**src/hdl/phy_diag_pkg.sv**
```systemverilog
package phy_diag_pkg;

  // ****************************************************************
  // Register indices (one 16-bit register per index)
  // ****************************************************************
  localparam logic [4:0] IDX_EXT_CAP     = 5'h0F;
  localparam logic [4:0] IDX_LOOPBACK    = 5'h11;
  localparam logic [4:0] IDX_CABLE_TEST  = 5'h12;
  localparam logic [4:0] IDX_LINK_STATUS = 5'h13;
  localparam logic [4:0] IDX_RX_ERR_CNT  = 5'h15;
  localparam logic [4:0] IDX_EVT_STATUS  = 5'h16;
  localparam logic [4:0] IDX_EVT_CLEAR   = 5'h17;
  localparam logic [4:0] IDX_EVT_ENABLE  = 5'h18;

  // ****************************************************************
  // Field positions and values
  // ****************************************************************
  localparam logic [15:0] EXT_CAP_VALUE   = 16'h3000;
  localparam int          LOOPBACK_BIT    = 8;
  localparam logic [15:0] LOOPBACK_RESET  = 16'h00F4;
  localparam logic [15:0] LOOPBACK_WMASK  = 16'hFFFE;
  localparam int          CT_START_BIT    = 15;
  localparam int          CT_RSV14_BIT    = 14;
  localparam int          CT_PAIR_LSB     = 12;
  localparam int          CT_RSV_LSB      = 10;
  localparam int          CT_FAULT_LSB    = 8;
  localparam int          EVT_RX_ERR_BIT  = 0;
  localparam int          EVT_TEST_DONE   = 1;
  localparam int          EVT_WIDTH       = 2;
  localparam logic [15:0] CNT_MAX         = 16'hFFFF;
  localparam logic [15:0] CNT_RESET       = 16'h0000;

  // ****************************************************************
  // Cable test timing
  // ****************************************************************
  localparam int CLK_MHZ          = 100;
  localparam int TEST_TIME_US     = 10;
  localparam int TEST_CYCLES      = TEST_TIME_US * CLK_MHZ;

  typedef enum logic [1:0] {
    FAULT_NORMAL = 2'h0,
    FAULT_OPEN   = 2'h1,
    FAULT_SHORT  = 2'h2,
    FAULT_RSVD   = 2'h3
  } cable_fault_t;

  typedef struct packed {
    logic [4:0]  addr;
    logic [15:0] wdata;
    logic        wr;
    logic        rd;
  } reg_req_t;

  typedef struct packed {
    logic         valid;
    cable_fault_t fault;
  } test_result_t;

endpackage : phy_diag_pkg

```
**src/hdl/cable_test_seq.sv**
```systemverilog
module cable_test_seq
(
  input  wire logic                       clk,
  input  wire logic                       reset_n,
  input  wire logic                       start,
  input  wire logic                       abort,
  input  wire phy_diag_pkg::test_result_t measResult,
  output logic                            busy,
  output logic                            done
);
  import phy_diag_pkg::*;

  typedef enum logic [1:0] {IDLE, RUN, FINISH} seq_state_t;

  seq_state_t  state_ff;
  seq_state_t  nxt_state;
  logic [15:0] timer_ff;

  // ****************************************************************
  // Sequencer: waits for the analog result or the time-out
  // ****************************************************************
  always_comb
  begin
    nxt_state = state_ff;
    case (state_ff)
      IDLE:
      begin
        if (start)
          nxt_state = RUN;
      end
      RUN:
      begin
        if (abort)
          nxt_state = IDLE;
        else if (measResult.valid || timer_ff == 16'h0000)
          nxt_state = FINISH;
      end
      FINISH:  nxt_state = IDLE;
      default: nxt_state = IDLE;
    endcase
  end

  always_ff @(posedge clk or negedge reset_n)
  begin
    if (!reset_n)
      state_ff <= IDLE;
    else
      state_ff <= nxt_state;
  end

  // Time-out guards against a measurement that never reports
  always_ff @(posedge clk or negedge reset_n)
  begin
    if (!reset_n)
      timer_ff <= 16'h0000;
    else if (state_ff == IDLE)
      timer_ff <= 16'(TEST_CYCLES - 1);
    else if (timer_ff != 16'h0000)
      timer_ff <= timer_ff - 16'h0001;
  end

  assign busy = (state_ff != IDLE);
  assign done = (state_ff == FINISH);

endmodule : cable_test_seq

```
**src/hdl/rx_error_counter.sv**
```systemverilog
module rx_error_counter
(
  input  wire logic        clk,
  input  wire logic        reset_n,
  input  wire logic        frameError,
  input  wire logic        readClear,
  output logic [15:0]      count
);
  import phy_diag_pkg::*;

  logic [15:0] count_ff;

  // Saturating count; an error in the read cycle restarts at one
  always_ff @(posedge clk or negedge reset_n)
  begin
    if (!reset_n)
      count_ff <= CNT_RESET;
    else if (readClear)
      count_ff <= frameError ? 16'h0001 : CNT_RESET;
    else if (frameError && count_ff != CNT_MAX)
      count_ff <= count_ff + 16'h0001;
  end

  assign count = count_ff;

endmodule : rx_error_counter

```
**src/hdl/phy_status_diag_registers.sv**
```systemverilog
// What this block does
// - Capability bits 13,12 read one
// - Capability bits 15,14 read zero
// - Loopback bit 8 loops received data back
// - Loopback retransmits receive data on transmit
// - Writing start bit one begins test
// - Start bit self-clears when test finishes
// - Start bit reads one while test runs
// - Start reads zero: fault status valid
// - Writing start zero stops the test
// - Bits 13:12 select pair A to D
// - Bits 9:8 report normal, open, short
// - Link status: gigabit bit 1, 100M bit 0
// - Error frame counter increments, clears on read
// - Frame error sets sticky, enabled interrupt flag
module phy_status_diag_registers
(
  input  wire logic                       clk,
  input  wire logic                       reset_n,
  input  wire logic [4:0]                 regAddr,
  input  wire logic [15:0]                regWdata,
  input  wire logic                       regWr,
  input  wire logic                       regRd,
  output logic [15:0]                     regRdata,
  input  wire logic [7:0]                 rxData,
  input  wire logic                       rxValid,
  input  wire logic [7:0]                 fabricTxData,
  input  wire logic                       fabricTxValid,
  output logic [7:0]                      txData,
  output logic                            txValid,
  output logic                            toFabricValid,
  input  wire logic                       frameSymbolError,
  input  wire logic                       linkUpGig,
  input  wire logic                       linkUp100,
  output logic                            testActive,
  output logic [1:0]                      testPair,
  input  wire phy_diag_pkg::test_result_t measResult,
  output logic                            irq
);
  import phy_diag_pkg::*;

  // ****************************************************************
  // Storage
  // ****************************************************************
  logic [15:0]          loopback_ff;
  logic                 ctRsv14_ff;
  logic [1:0]           ctPair_ff;
  logic [1:0]           ctRsv_ff;
  cable_fault_t         ctFault_ff;
  logic [EVT_WIDTH-1:0] evtStatus_ff;
  logic [EVT_WIDTH-1:0] evtEnable_ff;
  logic [EVT_WIDTH-1:0] evtSet;
  logic [EVT_WIDTH-1:0] evtClr;
  logic [15:0]          regRdata_ff;
  logic [15:0]          nxt_rdata;
  logic [7:0]           txData_ff;
  logic                 txValid_ff;
  logic [15:0]          errCount;
  logic                 testBusy;
  logic                 testDone;
  logic                 wrCable;
  logic                 cntReadClear;
  logic                 evtReadClear;

  assign wrCable      = regWr && regAddr == IDX_CABLE_TEST;
  assign cntReadClear = regRd && regAddr == IDX_RX_ERR_CNT;
  assign evtReadClear = regRd && regAddr == IDX_EVT_STATUS;

  // ****************************************************************
  // Loopback control register
  // ****************************************************************
  // Bit 0 is read-only zero, so it is masked out of every write
  always_ff @(posedge clk or negedge reset_n)
  begin
    if (!reset_n)
      loopback_ff <= LOOPBACK_RESET;
    else if (regWr && regAddr == IDX_LOOPBACK)
      loopback_ff <= regWdata & LOOPBACK_WMASK;
  end

  // ****************************************************************
  // Line datapath
  // ****************************************************************
  // Loopback takes receive data to transmit; fabric sees nothing
  always_ff @(posedge clk or negedge reset_n)
  begin
    if (!reset_n)
    begin
      txData_ff  <= 8'h00;
      txValid_ff <= 1'b0;
    end
    else if (loopback_ff[LOOPBACK_BIT])
    begin
      txData_ff  <= rxData;
      txValid_ff <= rxValid;
    end
    else
    begin
      txData_ff  <= fabricTxData;
      txValid_ff <= fabricTxValid;
    end
  end

  assign txData        = txData_ff;
  assign txValid       = txValid_ff;
  assign toFabricValid = rxValid && !loopback_ff[LOOPBACK_BIT];

  // ****************************************************************
  // Cable test control
  // ****************************************************************
  // Pair select and reserved bits are plain read/write
  always_ff @(posedge clk or negedge reset_n)
  begin
    if (!reset_n)
    begin
      ctRsv14_ff <= 1'b0;
      ctPair_ff  <= 2'h0;
      ctRsv_ff   <= 2'h0;
    end
    else if (wrCable)
    begin
      ctRsv14_ff <= regWdata[CT_RSV14_BIT];
      ctPair_ff  <= regWdata[CT_PAIR_LSB +: 2];
      ctRsv_ff   <= regWdata[CT_RSV_LSB +: 2];
    end
  end

  // Writing zero while running aborts the test
  cable_test_seq u_seq
  (
    .clk        (clk),
    .reset_n    (reset_n),
    .start      (wrCable && regWdata[CT_START_BIT]),
    .abort      (wrCable && !regWdata[CT_START_BIT]),
    .measResult (measResult),
    .busy       (testBusy),
    .done       (testDone)
  );

  assign testActive = testBusy;
  assign testPair   = ctPair_ff;

  // Fault field holds until a measurement result is taken
  always_ff @(posedge clk or negedge reset_n)
  begin
    if (!reset_n)
      ctFault_ff <= FAULT_NORMAL;
    else if (testBusy && measResult.valid && !wrCable)
      ctFault_ff <= measResult.fault;
  end

  // ****************************************************************
  // Receive error counter
  // ****************************************************************
  rx_error_counter u_cnt
  (
    .clk        (clk),
    .reset_n    (reset_n),
    .frameError (frameSymbolError),
    .readClear  (cntReadClear),
    .count      (errCount)
  );

  // ****************************************************************
  // Event flags and interrupt
  // ****************************************************************
  assign evtSet[EVT_RX_ERR_BIT] = frameSymbolError;
  assign evtSet[EVT_TEST_DONE]  = testDone;

  // Write clear or read clear; a set in the same cycle wins
  generate
    for (genvar i = 0; i < EVT_WIDTH; i++)
    begin : g_evt
      assign evtClr[i] = (regWr && regAddr == IDX_EVT_CLEAR &&
                          regWdata[i]) || evtReadClear;
      always_ff @(posedge clk or negedge reset_n)
      begin
        if (!reset_n)
          evtStatus_ff[i] <= 1'b0;
        else if (evtSet[i])
          evtStatus_ff[i] <= 1'b1;
        else if (evtClr[i])
          evtStatus_ff[i] <= 1'b0;
      end
    end
  endgenerate

  always_ff @(posedge clk or negedge reset_n)
  begin
    if (!reset_n)
      evtEnable_ff <= '0;
    else if (regWr && regAddr == IDX_EVT_ENABLE)
      evtEnable_ff <= regWdata[EVT_WIDTH-1:0];
  end

  assign irq = |(evtStatus_ff & evtEnable_ff);

  // ****************************************************************
  // Read path
  // ****************************************************************
  // Unmapped indices read zero
  always_comb
  begin
    nxt_rdata = 16'h0000;
    case (regAddr)
      IDX_EXT_CAP:     nxt_rdata = EXT_CAP_VALUE;
      IDX_LOOPBACK:    nxt_rdata = loopback_ff;
      IDX_CABLE_TEST:
      begin
        nxt_rdata[CT_START_BIT]      = testBusy;
        nxt_rdata[CT_RSV14_BIT]      = ctRsv14_ff;
        nxt_rdata[CT_PAIR_LSB +: 2]  = ctPair_ff;
        nxt_rdata[CT_RSV_LSB +: 2]   = ctRsv_ff;
        nxt_rdata[CT_FAULT_LSB +: 2] = ctFault_ff;
      end
      IDX_LINK_STATUS: nxt_rdata = {14'h0000, linkUpGig, linkUp100};
      IDX_RX_ERR_CNT:  nxt_rdata = errCount;
      IDX_EVT_STATUS:  nxt_rdata = {14'h0000, evtStatus_ff};
      IDX_EVT_ENABLE:  nxt_rdata = {14'h0000, evtEnable_ff};
      default:         nxt_rdata = 16'h0000;
    endcase
  end

  always_ff @(posedge clk or negedge reset_n)
  begin
    if (!reset_n)
      regRdata_ff <= 16'h0000;
    else if (regRd)
      regRdata_ff <= nxt_rdata;
    else
      regRdata_ff <= 16'h0000;
  end

  assign regRdata = regRdata_ff;

endmodule : phy_status_diag_registers

```
**config.mk**
```make
export PLATFORM = sky130hd
export DESIGN_NAME = phy_status_diag_registers
export DESIGN_NICKNAME = d
export VERILOG_FILES = /design/src/hdl/phy_diag_pkg.sv /design/src/hdl/cable_test_seq.sv /design/src/hdl/rx_error_counter.sv /design/src/hdl/phy_status_diag_registers.sv
export SDC_FILE = /design/constraint.sdc
export NUM_CORES = 1
export LEC_CHECK = 0
export ABC_CLOCK_PERIOD_IN_PS = 4300
export BUFFER_PORTS_ARGS = -buffer_cell sky130_fd_sc_hd__buf_4
export CAP_MARGIN = 0
export CORE_MARGIN = 3
export CORE_UTILIZATION = 50
export DETAILED_ROUTE_END_ITERATION = 10
export GPL_TIMING_DRIVEN = 0
export PLACE_DENSITY = 0.73
export SLEW_MARGIN = 25
export SYNTH_ARGS = -nofsm -noshare
export SYNTH_HDL_FRONTEND = slang
export SYNTH_SLANG_ARGS = --single-unit
export TNS_END_PERCENT = 30
```
**constraint.sdc**
```tcl
create_clock -name clk -period 4.3 [get_ports clk]
set_input_delay 0.215 -clock clk [delete_from_list [all_inputs] [get_ports clk]]
set_output_delay 0.215 -clock clk [all_outputs]
set_load 0.1 [all_outputs]
```
==> summary.md <==
The worst register-to-register path has a depth of 5. For this run, the slowest stage of the critical path takes 0.80 ns. The share of total power dissipated in sequential elements is 48.9%.

After technology mapping, the gate count stands at 382. In this run the remaining antenna-violating nets after routing total 0. The quantity of I/O buffers inserted on ports was 75. In this run the vertical extent of the chip is 96.7 um. The total of flip-flops plus latches after synthesis is 85, and the number of global-route vias before repair is 3407. Of the total power, the share spent switching nets is 35.8%.

The clock skew after layout was 0.0108 ns. Number of buffers and inverters on the critical path: 1. Counting along the longest clock path gives a buffer depth of 2. The area occupied by multi-input gates came out at 1880 um^2. Launch instance of the worst register-to-register path: u_seq.timer_ff[12]$_DFFE_PN0P_. After layout, the design draws a total of 0.00203 W. Traced cell by cell, the critical path runs through nor4_1 -> and4_1 -> buf_2 -> o21ai_0 -> nor4bb_1.

The number of different library cells used by synthesis comes to 54. After clock tree synthesis, the clock-pin slew on the worst setup and hold paths is 0.08 ns. The repair_antennas step left the layout with diodes totalling 0.

The first global-routing pass estimated 16300 um of wire. The first-pass detailed-route iteration total is 5, and the die extent in x is 96.7 um. The first-iteration detailed-routing DRC count is 173. The final net count was 520; the pin count of the biggest net entering global routing was 86. The clock net in this run drives a total of 85 sinks. The cell area after synthesis was 4110 um^2; the switching power was 0.000728 W. The async set-or-reset flop fraction in the synthesized netlist is 100%.

The fraction of layout instances using a drive strength above 1 came out at 31.0%. The layout has 689 filler cells. Static leakage power: 2.18 nW. STA classifies the critical path endpoint as a flop. The required time of the critical path came out at 4.53 ns. Endpoint of the most critical register-to-register path: u_seq.state_ff[0]$_DFFE_PN0P_.

The share of the yosys chip area belonging to registers came out at 51.9%. The power density normalized to cell area is 408 nW/um^2, and the total CTS buffers is 9. The run gives 576 as the final non-filler cell total. The slack of the worst reg-to-reg path was 2.17 ns. The total area inside the core boundary comes to 7850 um^2. The family of cells with the greatest summed delay on the critical path was simple AND/OR/NAND/NOR gates. Counting instances, the worst hold path has a depth of 2.

After detailed routing, the total wire length is 9670 um. The worst path needs 2.13 ns of the cycle, external delays included. During synthesis, Yosys emitted a total of 0 warnings. The worst setup path is launched from a flop.

The tools report the peak supply drop as 0.287 mV. The transition time of the tightest slew-check pin is 0.893 ns, and the number of maximum-capacitance violations is 0. The clock reaches the later pin of the worst-skew pair after 0.35 ns.

The cell-internal power is 0.00130 W, and the remaining design rule violation count is 0. The clock tree synthesis step divided the H-tree into 3 levels. The count of boundary I/O pins was 79; the die area was 9340 um^2. The startpoint identified for the worst hold timing path is regWdata[6].

For the total nets after synthesis, the log shows 433. The run gives 470 MHz as the maximum clock frequency. TritonCTS built the clock tree. In the routed layout, each cell is associated on average with a via count of 5.95. The top cell type by area accounts for 48.7% of the synthesized area.

Initial core utilization: 52.4%. By area the synthesized netlist is led by dfrtp_1 (49%), mux2_2 (11%), dfstp_2 (3.2%), nand2_1 (2.8%), mux2i_1 (2.7%). The final count of hold timing violations was 0.

The run gives 0 as the initial antenna violation count. The run gives 24.1% as the relative contribution of the clock network to total power. For this design, the slowest cell found on the critical path is nor4_1. The library cell occupying the most area in the post-synthesis netlist is dfrtp_1. Global routing consumed, over all layers together, 21.1% of the routing resources. In this run, placement finished with an instance count of 559. Across all layers, the routed design uses 3426 vias.

The root buffer cell chosen for the clock tree is clkbuf_8. In the synthesized netlist the dominant register cell turns out to be dfrtp_1. Detailed placement ended at an HPWL of 6850 um. The weighted congestion reported at the end of routability-driven placement is 0.859. Dividing the final minimum period by the clock period gives 49.4%. Of all nets on the critical path, the largest fanout is 7.

The layout overhead on the synthesized area was 21.2%; the remaining global-route overflow was 0. Leaving out fill and tap cells, the most frequent cell in the layout is dfrtp_1. For the area taken by flip-flops and latches, the log shows 2130 um^2.

Yosys mapped a number of flops with a built-in enable equal to 0. In this run the mean area of a mapped cell was 10.8 um^2. Adding up every negative setup slack in the final design gives 0 ns.

The worst setup path is of the reg -> reg kind. The share of total power dissipated in combinational logic is 27.0%. Setup repair after global routing left no endpoint under its margin. In the layout the commonest cells are dfrtp_1 (80), buf_4 (74), mux2_2 (41), nand2_1 (31), nor2_1 (28). The logs give 2.35 ns for the arrival time of data at the critical path endpoint and 0 for the final max-slew violation count.

In this run the worst setup path begins at u_seq.timer_ff[12]$_DFFE_PN0P_. The tools report the remaining max-slew budget at the tightest pin as 39.9%. The path class of the tightest hold or removal check is in -> reg. The flow ran to the end, and the final reports show no timing, DRC or antenna violations.

The number of placement rows is 32, and the average wire length per cell after detail routing is 16.8 um. Number of setup violations in the final report: 0. End of the worst hold path: loopback_ff[6]$_DFFE_PN1P_.
cells in the mapped netlist (all sizes together) (3+ instances only):
library cell / instances
o31ai: 5
nand3: 10
nor2: 28
a21oi: 20
mux2i: 11
nand4: 7
nand3b: 3
buf: 5
and3: 7
a211oi: 5
and2: 3
a32oi: 3
or4: 5
nand2b: 5
nand2: 31
dfrtp: 80
a31o: 3
a31oi: 4
and4: 3
nor4: 9
o21ai: 16
inv: 10
dfstp: 5
a22oi: 9
mux2: 41
or3: 6
clkbuf: 10
nor3: 10
worst reg2reg max path, cell delays in order (launching register included):
cell and delay (ns):
dfrtp_1 0.45, nor4_1 0.80, and4_1 0.30, buf_2 0.17, o21ai_0 0.12, nor4bb_1 0.16
registers in the layout, indices dropped and copies added, names as in the netlist:
| name | flops |
|---|---|
| u_cnt.count | 16 |
| u_seq.state_ff | 2 |
| ctRsv14_ff | 1 |
| testPair | 2 |
| txValid | 1 |
| u_seq.timer_ff | 16 |
| evtEnable_ff | 2 |
| ctRsv_ff | 2 |
| evtStatus_ff | 2 |
| loopback_ff | 15 |
| regRdata | 16 |
| ctFault_ff | 2 |
| txData | 8 |
cell families after synthesis:
group	Yosys count	synth area share (%)
flops	85	51.9
buf+inv	25	2.40
mux	52	13.9
compound gates	78	12.7
simple gates	140	18.4
fa+ha+maj	2	0.609
per-layer routing:
layer / GRT usage [%] / vias to the layer above / wire length [um]
met4: 8.21 / 0 / 187
met5: 0 / - / 0
met3: 4.69 / 20 / 578
met1: 27.4 / 1697 / 4110
met2: 34.4 / 105 / 4790
li1: - / 1604 / -
power groups by stage:
stage,logic (W),registers [W],clock network [W]
after floorplan,0.000284,0.00110,0
after global placement,0.000537,0.00100,0
after detailed placement,0.000553,0.00101,0
after CTS,0.000555,0.000993,0.000500
after global routing,0.000593,0.00101,0.000535
final,0.000549,0.000995,0.000489
worst max path at each step:
stage                                          to  slack [ns]  cells after the start
finish              u_seq.state_ff[0]$_DFFE_PN0P_        2.17                      5
global placement    u_seq.state_ff[0]$_DFFE_PN0P_        2.22                      5
floorplan                           toFabricValid        2.13                      2
CTS                 u_seq.state_ff[0]$_DFFE_PN0P_        2.19                      5
detailed placement  u_seq.state_ff[0]$_DFFE_PN0P_        2.19                      5
global route        u_seq.state_ff[0]$_DFFE_PN0P_        2.03                      5
through the flow:
stage                     instance area [um^2]  util (%)  hold WS [ns]  setup slack (ns)
after CTS                                 4980      63.5        0.0795              2.19
after global placement                    4800      61.2         0.447              2.22
after global routing                      4980      63.5        0.0827              2.03
final                                     4980      63.5        0.0941              2.17
after detailed placement                  4810      61.3         0.327              2.19
after floorplan                           4110         -       -0.0806              2.13
what timing repair did:
action,4_1_cts,5_1_grt
hold endpoints to repair,80,0
hold buffers,1,0
resized for setup,0,0
buffers inserted,0,0
area by class of cell:
type	count	share of cell area [%]
clock buffers	12	2.71
well taps	102	2.56
flip-flops and latches	85	42.8
multi-input cells	272	37.8
clock inverters	4	0.502
inverters	10	0.754
plain buffers	15	1.23
repair buffers	76	11.6
Note: power is estimated with default switching activity, not from simulation.
